[src/nvm_pkg.sv]
// constants, field layout and enumerations of the memory command controller
package nvm_pkg;

    // register indices; byte address is four times the index
    localparam logic [3:0] IDX_CMD       = 4'h0;
    localparam logic [3:0] IDX_PROT      = 4'h1;
    localparam logic [3:0] IDX_STATUS    = 4'h2;
    localparam logic [3:0] IDX_IRQ_EN    = 4'h3;
    localparam logic [3:0] IDX_IRQ_FLAGS = 4'h4;
    localparam logic [3:0] IDX_DATA_LO   = 4'h6;
    localparam logic [3:0] IDX_DATA_HI   = 4'h7;
    localparam logic [3:0] IDX_ADDR_LO   = 4'h8;
    localparam logic [3:0] IDX_ADDR_HI   = 4'h9;

    // field positions
    localparam int CMD_W              = 3;
    localparam int PROT_APP_WP_BIT    = 0;
    localparam int PROT_BOOT_LOCK_BIT = 1;
    localparam int STAT_FLASH_BUSY    = 0;
    localparam int STAT_EE_BUSY       = 1;
    localparam int STAT_WR_ERR        = 2;
    localparam int IRQ_EEPROM_READY_BIT    = 0;

    // reset values
    localparam logic [7:0]  RST_BYTE = 8'h00;
    localparam logic [15:0] RST_WORD = 16'h0000;

    // timing
    localparam logic [2:0] KEY_WINDOW_INSTR    = 3'h4;
    localparam logic [2:0] BUFFER_CLEAR_CYCLES = 3'h7;

    typedef enum logic [2:0] {
        CMD_NONE          = 3'h0,
        CMD_PAGE_WRITE    = 3'h1,
        CMD_PAGE_ERASE    = 3'h2,
        CMD_ERASE_WRITE   = 3'h3,
        CMD_BUFFER_CLEAR  = 3'h4,
        CMD_CHIP_ERASE    = 3'h5,
        CMD_EEPROM_ERASE  = 3'h6,
        CMD_FUSE_WRITE    = 3'h7
    } nvm_cmd_e;

    typedef enum logic [1:0] {
        SLEEP_IDLE       = 2'h0,
        SLEEP_STANDBY    = 2'h1,
        SLEEP_POWER_DOWN = 2'h2
    } sleep_mode_e;

    typedef enum logic {
        ST_IDLE  = 1'b0,
        ST_CLEAR = 1'b1
    } seq_state_e;

endpackage

[src/nvm_command_controller.sv]
// command, protection, status and sleep logic of the memory controller
module nvm_command_controller #(
    parameter logic [15:0] EEPROM_BASE = 16'h1400,
    parameter logic [15:0] EEPROM_END  = 16'h1480,
    parameter logic [15:0] APP_BASE    = 16'h8200,
    parameter logic [15:0] APP_END     = 16'h9000
) (
    // clock and reset
    input  wire logic        clock_in,
    input  wire logic        sys_rst_in,
    // avalon-mm slave
    input  wire logic [5:0]  address_in,
    input  wire logic        read_in,
    input  wire logic        write_in,
    input  wire logic [31:0] writedata_in,
    input  wire logic [3:0]  byteenable_in,
    output logic      [31:0] readdata_out,
    output logic             waitrequest_out,
    // access origin and key unlock
    input  wire logic        debug_access_in,
    input  wire logic        self_program_key_in,
    input  wire logic        instr_retired_in,
    input  wire logic        exec_in_boot_in,
    // page buffer loads
    input  wire logic        buffer_load_in,
    input  wire logic [15:0] buffer_load_addr_in,
    // memory arrays
    output logic             flash_start_out,
    output logic             eeprom_start_out,
    output logic [2:0]       array_cmd_out,
    output logic [15:0]      array_addr_out,
    output logic [15:0]      fuse_data_out,
    input  wire logic        flash_done_in,
    input  wire logic        eeprom_done_in,
    output logic             page_buffer_clear_out,
    input  wire logic        eeprom_preserve_fuse_in,
    // boot section read path
    input  wire logic        mem_boot_access_in,
    input  wire logic [15:0] mem_rdata_in,
    output logic      [15:0] mem_rdata_out,
    output logic             boot_lock_active_out,
    // cpu and system
    output logic             cpu_halt_out,
    input  wire logic        sleep_req_in,
    input  wire logic [1:0]  sleep_mode_in,
    output logic             nvm_sleep_out,
    output logic             keep_clock_out,
    output logic             irq_out,
    output logic             wake_out
);

    logic                ack_reg;
    logic [31:0]         rdata_reg;
    logic [2:0]          cmd_reg;
    logic                app_wp_reg;
    logic                boot_lock_reg;
    logic                boot_eff_reg;
    logic                exec_boot_d_reg;
    logic                flash_busy_reg;
    logic                ee_busy_reg;
    logic                wr_err_reg;
    logic                irq_en_reg;
    logic                ee_ready_reg;
    logic [15:0]         data_reg;
    logic [15:0]         addr_reg;
    logic [2:0]          key_cnt_reg;
    nvm_pkg::seq_state_e state_reg;
    logic [2:0]          clr_cnt_reg;
    logic                page_op_reg;
    logic                eeprom_erase_cmd_reg;
    logic                loaded_reg;
    logic                load_sec_ee_reg;
    logic                mixed_reg;
    logic                sleep_d_reg;
    logic                buf_clr_reg;
    logic                flash_start_reg;
    logic                ee_start_reg;
    logic [2:0]          array_cmd_reg;
    logic [15:0]         mem_rdata_reg;

    // bus decode; every access answers on its second cycle
    wire [3:0] reg_idx = address_in[5:2];
    wire       bus_req = read_in | write_in;
    wire       wr_fire = write_in & ack_reg;
    wire       rd_load = read_in & ~ack_reg;
    wire       lane0   = byteenable_in[0];
    wire       lane1   = byteenable_in[1];
    wire       wr_cmd  = wr_fire & lane0 & (reg_idx == nvm_pkg::IDX_CMD);
    wire       wr_prot = wr_fire & lane0 & (reg_idx == nvm_pkg::IDX_PROT);
    wire       wr_ien  = wr_fire & lane0 & (reg_idx == nvm_pkg::IDX_IRQ_EN);
    wire       wr_flg  = wr_fire & lane0 & (reg_idx == nvm_pkg::IDX_IRQ_FLAGS);
    wire       wr_dlo  = wr_fire & (reg_idx == nvm_pkg::IDX_DATA_LO);
    wire       wr_dhi  = wr_fire & lane0 & (reg_idx == nvm_pkg::IDX_DATA_HI);
    wire       wr_alo  = wr_fire & (reg_idx == nvm_pkg::IDX_ADDR_LO);
    wire       wr_ahi  = wr_fire & lane0 & (reg_idx == nvm_pkg::IDX_ADDR_HI);

    // command acceptance
    wire nvm_pkg::nvm_cmd_e cmd_val = nvm_pkg::nvm_cmd_e'(writedata_in[nvm_pkg::CMD_W-1:0]);
    wire key_open   = (key_cnt_reg != 3'h0) | debug_access_in;
    wire any_busy   = flash_busy_reg | ee_busy_reg | (state_reg == nvm_pkg::ST_CLEAR);
    wire fuse_deny  = (cmd_val == nvm_pkg::CMD_FUSE_WRITE) & ~debug_access_in;
    wire cmd_go     = wr_cmd & key_open & ~any_busy & ~fuse_deny
                      & (cmd_val != nvm_pkg::CMD_NONE);
    wire is_page_op = (cmd_val == nvm_pkg::CMD_PAGE_WRITE) | (cmd_val == nvm_pkg::CMD_PAGE_ERASE)
                      | (cmd_val == nvm_pkg::CMD_ERASE_WRITE);
    wire is_chip_erase_cmd    = cmd_val == nvm_pkg::CMD_CHIP_ERASE;
    wire is_eeprom_erase_cmd    = cmd_val == nvm_pkg::CMD_EEPROM_ERASE;
    wire is_wfu     = cmd_val == nvm_pkg::CMD_FUSE_WRITE;
    wire is_pbc     = cmd_val == nvm_pkg::CMD_BUFFER_CLEAR;

    // target selection from the address register and from the buffer load address
    wire target_ee  = (addr_reg >= EEPROM_BASE) & (addr_reg < EEPROM_END);
    wire target_app = (addr_reg >= APP_BASE) & (addr_reg < APP_END);
    wire load_ee    = (buffer_load_addr_in >= EEPROM_BASE) & (buffer_load_addr_in < EEPROM_END);

    // chip erase is not subject to the section protection
    wire err_cause  = is_page_op & (mixed_reg | (~target_ee & target_app & app_wp_reg));
    wire launch     = cmd_go & ~err_cause & ~is_pbc;
    wire flash_go   = launch & ((is_page_op & ~target_ee) | is_chip_erase_cmd | is_wfu);
    wire ee_go      = launch & ((is_page_op & target_ee) | is_eeprom_erase_cmd
                      | (is_chip_erase_cmd & ~eeprom_preserve_fuse_in));

    // completion of page operations releases the buffer
    wire flash_fin  = flash_busy_reg & flash_done_in;
    wire ee_fin     = ee_busy_reg & eeprom_done_in;
    wire page_fin   = page_op_reg & (flash_fin | ee_fin);
    wire clr_last   = (state_reg == nvm_pkg::ST_CLEAR) & (clr_cnt_reg == 3'h1);
    wire wake_edge  = sleep_d_reg & ~sleep_req_in;
    wire buf_clr_next = page_fin | clr_last | wake_edge;

    // key window counts retired instructions
    wire [2:0] key_cnt_dec  = (key_cnt_reg != 3'h0) ? key_cnt_reg - 3'h1 : 3'h0;
    wire [2:0] key_cnt_next = self_program_key_in ? nvm_pkg::KEY_WINDOW_INSTR :
                              wr_cmd              ? 3'h0 :
                              instr_retired_in    ? key_cnt_dec : key_cnt_reg;

    // busy flags: start wins over done
    wire flash_busy_next = flash_go | (flash_busy_reg & ~flash_done_in);
    wire ee_busy_next    = ee_go | (ee_busy_reg & ~eeprom_done_in);

    // ready flag is re-set every idle cycle, so a clear only sticks while busy
    wire ee_ready_next   = ~ee_busy_reg | (ee_ready_reg & ~(wr_flg & writedata_in[nvm_pkg::IRQ_EEPROM_READY_BIT]));

    // boot lock is armed from boot code and bites on the first exit
    wire boot_lock_set   = wr_prot & writedata_in[nvm_pkg::PROT_BOOT_LOCK_BIT] & exec_in_boot_in;
    wire boot_eff_next   = boot_eff_reg | (boot_lock_reg & exec_boot_d_reg & ~exec_in_boot_in);
    wire app_wp_next     = app_wp_reg | (wr_prot & writedata_in[nvm_pkg::PROT_APP_WP_BIT]);

    // mixed-section tracking across buffer loads
    wire mixed_next = buf_clr_reg ? 1'b0 :
                      (mixed_reg | (buffer_load_in & loaded_reg & (load_ee != load_sec_ee_reg)));
    wire loaded_next = buf_clr_reg ? 1'b0 : (loaded_reg | buffer_load_in);
    wire load_sec_next = (buffer_load_in & ~loaded_reg) ? load_ee : load_sec_ee_reg;

    // data and address registers, byte-wide halves
    wire [15:0] data_next = {wr_dhi ? writedata_in[7:0] : (wr_dlo & lane1) ? writedata_in[15:8] : data_reg[15:8],
                             (wr_dlo & lane0) ? writedata_in[7:0] : data_reg[7:0]};
    wire [15:0] addr_bus  = {wr_ahi ? writedata_in[7:0] : (wr_alo & lane1) ? writedata_in[15:8] : addr_reg[15:8],
                             (wr_alo & lane0) ? writedata_in[7:0] : addr_reg[7:0]};
    // a buffer load is the most recent update, so it wins over the bus
    wire [15:0] addr_next = buffer_load_in ? buffer_load_addr_in : addr_bus;

    // sequencer for the timed buffer clear
    wire nvm_pkg::seq_state_e state_next = (cmd_go & is_pbc) ? nvm_pkg::ST_CLEAR :
                                           clr_last ? nvm_pkg::ST_IDLE : state_reg;
    wire [2:0] clr_cnt_next = (cmd_go & is_pbc) ? nvm_pkg::BUFFER_CLEAR_CYCLES :
                              (state_reg == nvm_pkg::ST_CLEAR) ? clr_cnt_reg - 3'h1 : 3'h0;

    // read mux; reserved bits and unmapped words read zero
    wire [7:0] status_byte = {5'h00, wr_err_reg, ee_busy_reg, flash_busy_reg};
    wire [31:0] rd_word =
        (reg_idx == nvm_pkg::IDX_CMD)       ? {29'h0, cmd_reg} :
        (reg_idx == nvm_pkg::IDX_PROT)      ? {30'h0, boot_lock_reg, app_wp_reg} :
        (reg_idx == nvm_pkg::IDX_STATUS)    ? {24'h0, status_byte} :
        (reg_idx == nvm_pkg::IDX_IRQ_EN)    ? {31'h0, irq_en_reg} :
        (reg_idx == nvm_pkg::IDX_IRQ_FLAGS) ? {31'h0, ee_ready_reg} :
        (reg_idx == nvm_pkg::IDX_DATA_LO)   ? {16'h0, data_reg} :
        (reg_idx == nvm_pkg::IDX_DATA_HI)   ? {24'h0, data_reg[15:8]} :
        (reg_idx == nvm_pkg::IDX_ADDR_LO)   ? {16'h0, addr_reg} :
        (reg_idx == nvm_pkg::IDX_ADDR_HI)   ? {24'h0, addr_reg[15:8]} : 32'h0000_0000;

    always_ff @(posedge clock_in) begin
        if (sys_rst_in) begin
            ack_reg   <= 1'b0;
            rdata_reg <= 32'h0000_0000;
        end else begin
            ack_reg <= bus_req & ~ack_reg;
            if (rd_load) begin
                rdata_reg <= rd_word;
            end
        end
    end

    always_ff @(posedge clock_in) begin
        if (sys_rst_in) begin
            cmd_reg     <= 3'h0;
            key_cnt_reg <= 3'h0;
            page_op_reg <= 1'b0;
            eeprom_erase_cmd_reg    <= 1'b0;
            wr_err_reg  <= 1'b0;
        end else begin
            key_cnt_reg <= key_cnt_next;
            if (cmd_go) begin
                cmd_reg     <= cmd_val;
                wr_err_reg  <= err_cause;
                page_op_reg <= is_page_op & ~err_cause;
                eeprom_erase_cmd_reg    <= is_eeprom_erase_cmd;
            end
        end
    end

    always_ff @(posedge clock_in) begin
        if (sys_rst_in) begin
            flash_busy_reg <= 1'b0;
            ee_busy_reg    <= 1'b0;
            ee_ready_reg   <= 1'b0;
            irq_en_reg     <= 1'b0;
        end else begin
            flash_busy_reg <= flash_busy_next;
            ee_busy_reg    <= ee_busy_next;
            ee_ready_reg   <= ee_ready_next;
            if (wr_ien) begin
                irq_en_reg <= writedata_in[nvm_pkg::IRQ_EEPROM_READY_BIT];
            end
        end
    end

    always_ff @(posedge clock_in) begin
        if (sys_rst_in) begin
            app_wp_reg      <= 1'b0;
            boot_lock_reg   <= 1'b0;
            boot_eff_reg    <= 1'b0;
            exec_boot_d_reg <= 1'b0;
        end else begin
            app_wp_reg      <= app_wp_next;
            boot_lock_reg   <= boot_lock_reg | boot_lock_set;
            boot_eff_reg    <= boot_eff_next;
            exec_boot_d_reg <= exec_in_boot_in;
        end
    end

    always_ff @(posedge clock_in) begin
        if (sys_rst_in) begin
            data_reg <= nvm_pkg::RST_WORD;
            addr_reg <= nvm_pkg::RST_WORD;
        end else begin
            data_reg <= data_next;
            addr_reg <= addr_next;
        end
    end

    always_ff @(posedge clock_in) begin
        if (sys_rst_in) begin
            loaded_reg      <= 1'b0;
            load_sec_ee_reg <= 1'b0;
            mixed_reg       <= 1'b0;
        end else begin
            loaded_reg      <= loaded_next;
            load_sec_ee_reg <= load_sec_next;
            mixed_reg       <= mixed_next;
        end
    end

    always_ff @(posedge clock_in) begin
        if (sys_rst_in) begin
            state_reg   <= nvm_pkg::ST_IDLE;
            clr_cnt_reg <= 3'h0;
            buf_clr_reg <= 1'b0;
            sleep_d_reg <= 1'b0;
        end else begin
            state_reg   <= state_next;
            clr_cnt_reg <= clr_cnt_next;
            buf_clr_reg <= buf_clr_next;
            sleep_d_reg <= sleep_req_in;
        end
    end

    always_ff @(posedge clock_in) begin
        if (sys_rst_in) begin
            flash_start_reg <= 1'b0;
            ee_start_reg    <= 1'b0;
            array_cmd_reg   <= 3'h0;
        end else begin
            flash_start_reg <= flash_go;
            ee_start_reg    <= ee_go;
            if (launch) begin
                array_cmd_reg <= cmd_val;
            end
        end
    end

    // masking adds one cycle of read latency on the array path
    always_ff @(posedge clock_in) begin
        if (sys_rst_in) begin
            mem_rdata_reg <= nvm_pkg::RST_WORD;
        end else begin
            mem_rdata_reg <= (mem_boot_access_in & boot_eff_reg) ? 16'h0000 : mem_rdata_in;
        end
    end

    // sleep and wake control
    wire write_active = flash_busy_reg | ee_busy_reg;
    wire sleep_idle   = sleep_mode_in == nvm_pkg::SLEEP_IDLE;

    assign readdata_out          = rdata_reg;
    assign waitrequest_out       = bus_req & ~ack_reg;
    assign flash_start_out       = flash_start_reg;
    assign eeprom_start_out      = ee_start_reg;
    assign array_cmd_out         = array_cmd_reg;
    assign array_addr_out        = addr_reg;
    assign fuse_data_out         = data_reg;
    assign page_buffer_clear_out = buf_clr_reg;
    assign mem_rdata_out         = mem_rdata_reg;
    assign boot_lock_active_out  = boot_eff_reg;
    // flash work, eeprom erase and the buffer clear all hold the cpu
    assign cpu_halt_out   = flash_busy_reg | (ee_busy_reg & eeprom_erase_cmd_reg)
                            | (state_reg == nvm_pkg::ST_CLEAR);
    assign nvm_sleep_out  = sleep_req_in & ~write_active;
    assign keep_clock_out = sleep_req_in & write_active;
    assign irq_out        = irq_en_reg & ee_ready_reg;
    assign wake_out       = irq_out & sleep_req_in & sleep_idle;

endmodule

[config.mk]
export PLATFORM = sky130hd
export DESIGN_NAME = nvm_command_controller
export DESIGN_NICKNAME = d
export VERILOG_FILES = /design/src/nvm_pkg.sv /design/src/nvm_command_controller.sv
export SDC_FILE = /design/constraint.sdc
export NUM_CORES = 1
export LEC_CHECK = 0
export ABC_CLOCK_PERIOD_IN_PS = 2000
export BUFFER_PORTS_ARGS = -buffer_cell sky130_fd_sc_hd__buf_2
export CORE_UTILIZATION = 44
export DETAILED_ROUTE_END_ITERATION = 16
export GPL_TIMING_DRIVEN = 0
export PLACE_DENSITY = 0.85
export SLEW_MARGIN = 20
export SYNTH_ARGS = -nofsm -noshare
export SYNTH_HDL_FRONTEND = slang
export SYNTH_SLANG_ARGS = --single-unit
export TNS_END_PERCENT = 1
[constraint.sdc]
create_clock -name clock_in -period 2 [get_ports clock_in]
set_clock_uncertainty 0.1 [all_clocks]
set_input_delay 0.2 -clock clock_in [delete_from_list [all_inputs] [get_ports clock_in]]
set_output_delay 0.2 -clock clock_in [all_outputs]
set_load 0.01 [all_outputs]
Yosys cells after proc, flatten, opt, wreduce, memory -nomap -nowiden. Cells that the tools add are included.

Flip-flop bits (word level): 112. Input bits: 90. Word-level logic and storage cells: 191.

Add/subtract/negate cells: 2. Magnitude comparators: 6. Equal/unequal tests: 17. Multiplexer cells: 23. Bitwise operators: 100. Reduce and logical (&&, ||, !) cells: 12.

Operators by type and width (number): $mux 16 (9); $and 1x1->1 (60); $mux 8 (6); $ge 16x13->1 const B (2); $lt 16x13->1 const B (2); $or 1x1->1 (24); $mux 3 (6); $ge 16x16->1 const B (1); $lt 16x16->1 const B (1); $not 1->1 (16); $eq 3x3->1 const B (4); $eq 4x3->1 const B (3); $reduce_bool 3->1 (4); $eq 4x2->1 const B (2); $eq 4x4->1 const B (2); $eq 3x1->1 const B (2); $eq 3x2->1 const B (2); $reduce_bool 2->1 (3); $sub 3x1->3 const B (2); $eq 4x1->1 const B (1); $logic_not 4->1 (1); $reduce_or 2->1 (2); $reduce_or 3->1 (1); $logic_not 2->1 (1); 2 further kinds (3).

Longest topological paths before layout. Gate-level depths: netlist (run 1).

Depth in word-level cells: 12. Depth in mapped cells: 8.

Least setup slack after synthesis (run 1). No wires, ideal clock.

Path type: register -> register. Start: reg flash_busy_reg. End: reg clr_cnt_reg[1]. Arrival: 1818 ps. Data required time: 1833 ps. Setup slack: 15 ps. Stages on the path, launching flop included: 6. Cell sequence: dfxtp_1 -> nor2_1 -> or4b_1 -> or3_4 -> or4_4 -> a21oi_2.

Cells in the longest elaborated chain, start to end: 8.

RTL lines: from (decl) (RTL line nvm_command_controller.sv:59) `logic flash_busy_reg;`; from (signal assigned) (RTL line nvm_command_controller.sv:219) `flash_busy_reg <= flash_busy_next;`; $or 1x1->1 (2 in a row) (RTL line nvm_command_controller.sv:100) `wire any_busy = flash_busy_reg | ee_busy_reg | (state_reg == nvm_pkg::ST_CLEAR);`; $not 1->1 (RTL line nvm_command_controller.sv:102) `wire cmd_go = wr_cmd & key_open & ~any_busy & ~fuse_deny`; $and 1x1->1 (2 in a row) (RTL line nvm_command_controller.sv:102); $and 1x1->1 (RTL line nvm_command_controller.sv:103) `& (cmd_val != nvm_pkg::CMD_NONE);`; $and 1x1->1 (RTL line nvm_command_controller.sv:166) `wire [2:0] clr_cnt_next = (cmd_go & is_pbc) ? nvm_pkg::BUFFER_CLEAR_CYCLES :`; $mux 3 (RTL line nvm_command_controller.sv:166); to (signal assigned) (RTL line nvm_command_controller.sv:272) `clr_cnt_reg <= clr_cnt_next;`; to (decl) (RTL line nvm_command_controller.sv:68) `logic [2:0] clr_cnt_reg;`.

Every way passes these cells. A chain may end at the register's enable or synchronous reset.

Worst setup path in the final report (run 1).
Start: reg flash_busy_reg. End: reg clr_cnt_reg[0].

Same word-level chain as after synthesis.

==> run_results.csv, run 1 <==
group,metric,value,unit
layout,final_core_utilization,60.5,%
die,die_w,103,µm
die,boundaryPins,183,
sta,max_freq,471,MHz
yosys,syn_area,4520,µm²
die,core_area,9860,µm²
sta,rsz0062_at_grt,"yes",
route,totalWireLength,14400,µm
route,first_pass_iters,5,
sta,tightest_slew,0.779,ns
power_and_ir_drop,p_per_area,624,nW/µm²
sta,whs,0.0104,ns
sta,layout_setup_ws,-0.124,ns
placed_design,dp_slack,-0.247,ns
die,start_util,45.9,%
power_and_ir_drop,power_frac_comb,15.1,%
global_route,grt_usage,26.5,%
power_and_ir_drop,swShare,28.5,%
sta,final_hold_viol_count,0,
global_route,grt_pass1_wl,21600,µm
global_route,grt_max_degree,17,
layout,seq_area,1930,µm²
global_route,antenna_found_initial,0,
setup_path,timing.critical_path.to_type,"flip-flop",
global_route,grt_pass1_vias,4438,
power_and_ir_drop,power_switching,1.06,mW
setup_path,path_cells,"nor2_4, or4b_1, or3_4, or4_4, a21oi_1",
sta,fin_crit_sh,106,%
cts,cts_made_buffers,9,
setup_path,cp.arrival,2.33,ns
setup_path,cp_max_fo,6,
yosys,synth_area_per_cell,8.45,µm²
yosys,synth_edf_count,0,
setup_path,slowest_delay,0.48,ns
setup_path,path_class,"reg -> reg",
route,ant_nets,0,
setup_path,cp.required,2.20,ns
yosys,synth_cells,535,
worst_hold_path,hp-class,"in -> reg",
layout,fillCellCount,825,
setup_path,crit_family,"simple AND/OR/NAND/NOR gates",
die,die_y,103,µm
yosys,ys.flop_type,"dfxtp_1",
layout,nets,824,
route,vias,4931,
power_and_ir_drop,internal_power,2.67,mW
route,vias_per_cell,5.67,
layout,multi_input_area,2410,µm²
layout,antennaDiodeCount,0,
cts,cts_tree,"yes",
layout,area.growth.synth_to_final,32.0,%
sta,slew_headroom,47.7,%
power_and_ir_drop,clkPwrFrac,30.7,%
power_and_ir_drop,seqPwrFrac,54.1,%
die,die_area,10700,µm²
route,drc,0,
cts,clk_pin_slew,0.10,ns
die,fp-row-count,36,
yosys,ys_seq_area_share,42.5,%
outcome,status,"complete, but fails checks",
cts,cts-root-buf,"clkbuf_8",
setup_path,start_kind,"flip-flop",
yosys,ys_warn_count,0,
job,max_cap_viol_count,0,
cts,cts.sinks,96,
global_route,grt_overflow,0,
setup_path,critPathBufInv,0,
placed_design,dp_hpwl,10700,µm
placed_design,portBuffers,144,
layout,drive_above_1_share,28.6,%
cts,clockBufferDepth,2,
setup_path,critPathSlowestCell,"or4_4",
yosys,synthDistinctLibCells,57,
cts,h-tree-depth,3,
route,routedWlPerCell,16.5,µm
power_and_ir_drop,leakagePower,2.62,nW
yosys,synthArstFlopShare,0,%
sta,finalSetupViolCount,7,
sta,finalMaxSlewViolations,0,
outcome,violations,"setup timing",
power_and_ir_drop,vdd_drop_max,300,µV
cts,clkLatencyLatePin,0.37,ns
power_and_ir_drop,p_total,3.73,mW
sta,finalCriticalPeriod,2.12,ns
placed_design,gp_congestion,1.00,
yosys,synth-seq-cells,96,
route,drt-initial-drc-count,428,
## routing by layer
| metal | global-route usage, % | wire length, µm |
|---|---|---|
| met1 | 33.8 | 5730 |
| met2 | 42.8 | 6820 |
| met3 | 5.91 | 1360 |
| met4 | 11.9 | 457 |
| met5 | 0 | 0 |
## through the flow
stage,cell area [µm²],instances,TNS [ns]
2_1_floorplan,4580,550,0
3_3_place_gp,5470,827,-6.44
3_5_place_dp,5470,827,-7.29
4_1_cts,5950,870,-0.393
5_1_grt,5970,870,-0.904
6_report,5970,870,-0.489
## cells in the final DEF (no fill, tap or decap), types with 18 or more instances in the layout
cell type,count
nand2_1,45
buf_2,151
nor2_1,61
mux2i_1,31
dlygate4sd3_1,27
clkbuf_1,23
dfxtp_1,92
a22oi_1,18
and2_1,19
a21oi_1,49
## worst paths after layout
path	from	to	slack, ns	cells after the start
setup / recovery	flash_busy_reg$_SDFF_PP0_	clr_cnt_reg[0]$_SDFF_PP0_	-0.12	5
hold / removal	buffer_load_addr_in[7]	array_addr_out[7]$_SDFFE_PP0P_	0.01	3
setup reg to reg	flash_busy_reg$_SDFF_PP0_	clr_cnt_reg[0]$_SDFF_PP0_	-0.12	5
hold reg to reg	cmd_reg[2]$_SDFFE_PP0P_	cmd_reg[2]$_SDFFE_PP0P_	0.36	2
## power by group through the flow
| stage | logic, mW | registers, mW | clock network (mW) |
|---|---|---|---|
| CTS | 0.547 | 2.02 | 1.15 |
| detailed placement | 0.500 | 2.06 | 0 |
| global placement | 0.489 | 2.06 | 0 |
| global route | 0.612 | 2.02 | 1.23 |
| finish | 0.563 | 2.02 | 1.15 |
| floorplan | 0.276 | 2.07 | 0 |
## synth_stat cells (all sizes together), types with 2 or more instances
master	count	share of area, %
a31oi	9	1.2
o31ai	2	0.33
nor4b	3	0.72
o22ai	9	1.2
o32ai	2	0.39
mux2	7	1.7
nor2b	4	0.55
nand2b	8	1.1
a21oi	51	5.7
or4	4	0.75
a211oi	5	0.83
nor2	64	5.5
o21a	2	0.33
nor3	17	1.9
nand3b	2	0.33
dfxtp	96	42
clkbuf	22	1.8
a211o	2	0.39
nand3	7	0.77
nor4	8	1.1
a22o	9	1.7
and3b	2	0.39
ha	2	0.55
mux2i	31	6.9
nand4	6	0.83
o21ai	12	1.3
and2	19	2.6
a22oi	18	3.0
inv	13	1.1
nor3b	2	0.33
nand2	46	3.8
and3	2	0.28
or3	7	1.1
buf	27	3.8
## cell type report
class                      count  area share, %
multi-input combinational    391           40.3
sequential                    96           32.3
timing repair buffer         171           16.6
buffer                        49           4.23
tap                          133           2.79
clock buffer                  10           2.14
inverter                      14          0.880
clock inverter                 6          0.775
## what timing repair did
item	in CTS	in global routing
hold buffers	27	0
buffers inserted	0	0
setup endpoints to repair	30	18
cloned	0	0
gates resized for setup	12	4
hold endpoints to repair	27	0
## kinds of logic after synthesis
logic type / after synthesis / synth area share, %
AOI/OAI and AO/OA: 128 / 17.9
DFF: 96 / 42.5
buffers and inverters: 63 / 6.75
muxes: 39 / 9.10
adders and majority gates: 2 / 0.553
and+or+nand+nor: 204 / 22.7
other: 1 / 0.0829
xor gates and xnor gates: 2 / 0.387
## tightest hold or removal path, delay by kind of cell
kind / cells / cell delay, ns
buf+inv: 1 / 0.11
compound gates: 1 / 0.06
simple gates: 1 / 0.06
Note: power is estimated with default switching activity, not from simulation.
==> run 2: changes to the inputs <==
ABC_CLOCK_PERIOD_IN_PS = 1900   (was 2000)
clock period = 1.9 ns   (was 2 ns; I/O delays follow)
==> run 2 against run 1 <==
The run still ends with setup timing left. Clock-buffer cell count is 1 lower. Via count is 2.0% higher. Global-route usage is 1.0 points higher. First-iteration DRC count is 26% higher. Register-to-register slack worse by 0.11 ns. Largest cell class unchanged. Sequential share of layout area is 0.67 points lower. Clock power is 42% higher. Fmax is 0.66% lower. Core utilization is 1.3 points higher. Design area is 2.2% higher. Setup slack worse by 0.11 ns. Highest routed layer unchanged.
==> run_results.csv, run 2 (synthesized netlist as in run 1, its figures left out) <==
group,metric,value,unit
die,start_util,45.9,%
global_route,grt_overflow,0,
setup_path,cp.arrival,2.35,ns
layout,antennaDiodeCount,0,
layout,drive_above_1_share,28.8,%
route,vias_per_cell,5.76,
power_and_ir_drop,power_frac_comb,14.1,%
outcome,status,"complete, but fails checks",
job,max_cap_viol_count,0,
sta,final_hold_viol_count,0,
placed_design,portBuffers,144,
sta,finalMaxSlewViolations,0,
route,first_pass_iters,5,
route,ant_nets,0,
worst_hold_path,hp-class,"in -> reg",
cts,cts_setup_buffers,0,
sta,fin_crit_sh,113,%
cts,clockBufferDepth,2,
outcome,violations,"setup timing",
placed_design,gp_congestion,0.988,
route,routedWlPerCell,17.4,µm
setup_path,slowest_delay,0.48,ns
route,drc,0,
global_route,grt_max_degree,17,
route,totalWireLength,15200,µm
power_and_ir_drop,swShare,26.5,%
die,die_area,10700,µm²
layout,layout_common_cells,"150 x buf_2, 91 x dfxtp_1, 61 x nor2_1",
die,boundaryPins,183,
layout,final_common_cell,"buf_2",
die,die_w,103,µm
placed_design,dp_hpwl,10700,µm
layout,nets,827,
power_and_ir_drop,leakagePower,2.69,nW
power_and_ir_drop,seqPwrFrac,48.7,%
setup_path,start_kind,"flip-flop",
sta,whs,0.0143,ns
cts,clk_pin_slew,0.10,ns
setup_path,crit_family,"simple AND/OR/NAND/NOR gates",
die,fp-row-count,36,
cts,cts.sinks,96,
cts,h-tree-depth,3,
global_route,grt_pass1_vias,4542,
global_route,grt_pass1_wl,22400,µm
sta,finalSetupViolCount,10,
cts,cts-root-buf,"clkbuf_8",
die,core_area,9860,µm²
setup_path,path_cells,"nor2_4, or4b_1, or3_4, or4_4, a21oi_2",
global_route,grt.busiest_layer,"met2",
sta,slew_headroom,57.6,%
route,vias,5032,
cts,clkLatencyLatePin,0.38,ns
layout,area.growth.synth_to_final,34.9,%
route,drt-initial-drc-count,541,
layout,final_core_utilization,61.9,%
cts,cts_tree,"yes",
global_route,use_met1,35.3,%
sta,layout_setup_ws,-0.238,ns
cts,cts_made_buffers,9,
setup_path,cp_max_fo,6,
setup_path,timing.critical_path.to_type,"flip-flop",
setup_path,critPathBufInv,0,
sta,max_freq,468,MHz
setup_path,path_class,"reg -> reg",
sta,rsz0062_at_grt,"yes",
global_route,antenna_found_initial,0,
power_and_ir_drop,p_per_area,716,nW/µm²
die,die_y,103,µm
power_and_ir_drop,vdd_drop_max,373,µV
sta,tightest_slew,0.636,ns
global_route,met2_usage,44.2,%
layout,fillCellCount,801,
setup_path,critPathSlowestCell,"or4_4",
setup_path,cp.required,2.11,ns
global_route,grt_util_met3,4.30,%
global_route,grt_usage,27.5,%
power_and_ir_drop,clkPwrFrac,37.2,%
sta,finalCriticalPeriod,2.14,ns
power_and_ir_drop,internal_power,3.21,mW
power_and_ir_drop,power_switching,1.16,mW
run 2: worst register-to-register path: stages, from the launching register on:
cell and delay, ns:
dfxtp_4 0.39, nor2_4 0.12, or4b_1 0.44, or3_4 0.38
or4_4 0.48, a21oi_2 0.16
run 2: worst paths after layout:
check,start,end,slack (ns),cells after the start
min reg2reg,cmd_reg[2]$_SDFFE_PP0P_,cmd_reg[2]$_SDFFE_PP0P_,0.37,2
max reg2reg,flash_busy_reg$_SDFF_PP0_,clr_cnt_reg[1]$_SDFF_PP0_,-0.24,5
min,writedata_in[4],fuse_data_out[4]$_SDFFE_PP0P_,0.01,3
max,flash_busy_reg$_SDFF_PP0_,clr_cnt_reg[1]$_SDFF_PP0_,-0.24,5
run 2: final cells by class:
cell class              instances  area, µm²  area share, %
plain buffers                  49        255           4.18
multi-input cells             391       2430           39.9
clock inverters                 7        120           1.97
clock buffers                   9        124           2.03
repair buffers                174       1020           16.7
well taps                     133        166           2.73
flip-flops and latches         96       1930           31.6
inverters                      14       52.6          0.861
run 2: routing by layer:
layer / vias up / share of wire, %
li1: 2258 / -
met1: 2359 / 39
met2: 332 / 47
met3: 83 / 9.0
met4: 0 / 4.7
met5: - / 0
run 2: metrics by stage:
step	instances	worst slack, ns	cell area [µm²]	setup TNS (ns)	total power, mW
2_1_floorplan	550	-0.0851	4580	-0.321	2.47
3_5_place_dp	827	-0.379	5470	-11.68	2.70
4_1_cts	873	-0.221	6050	-1.55	4.32
3_3_place_gp	827	-0.384	5470	-9.94	2.68
5_1_grt	873	-0.261	6100	-2.34	4.49
6_report	873	-0.238	6100	-1.90	4.37
run 2: power by group through the flow:
stage	clock, mW	sequential [mW]	combinational (mW)
floorplan	0	2.18	0.291
global placement	0	2.17	0.513
detailed placement	0	2.17	0.526
CTS	1.62	2.12	0.583
global route	1.70	2.13	0.663
finish	1.63	2.13	0.614
run 2: timing repair:
action | CTS | global route
resized for setup | 11 | 10
hold buffers | 30 | 0
hold endpoints to repair | 30 | 0
endpoints found under the setup margin | 30 | 43
pin swaps | 1 | 0
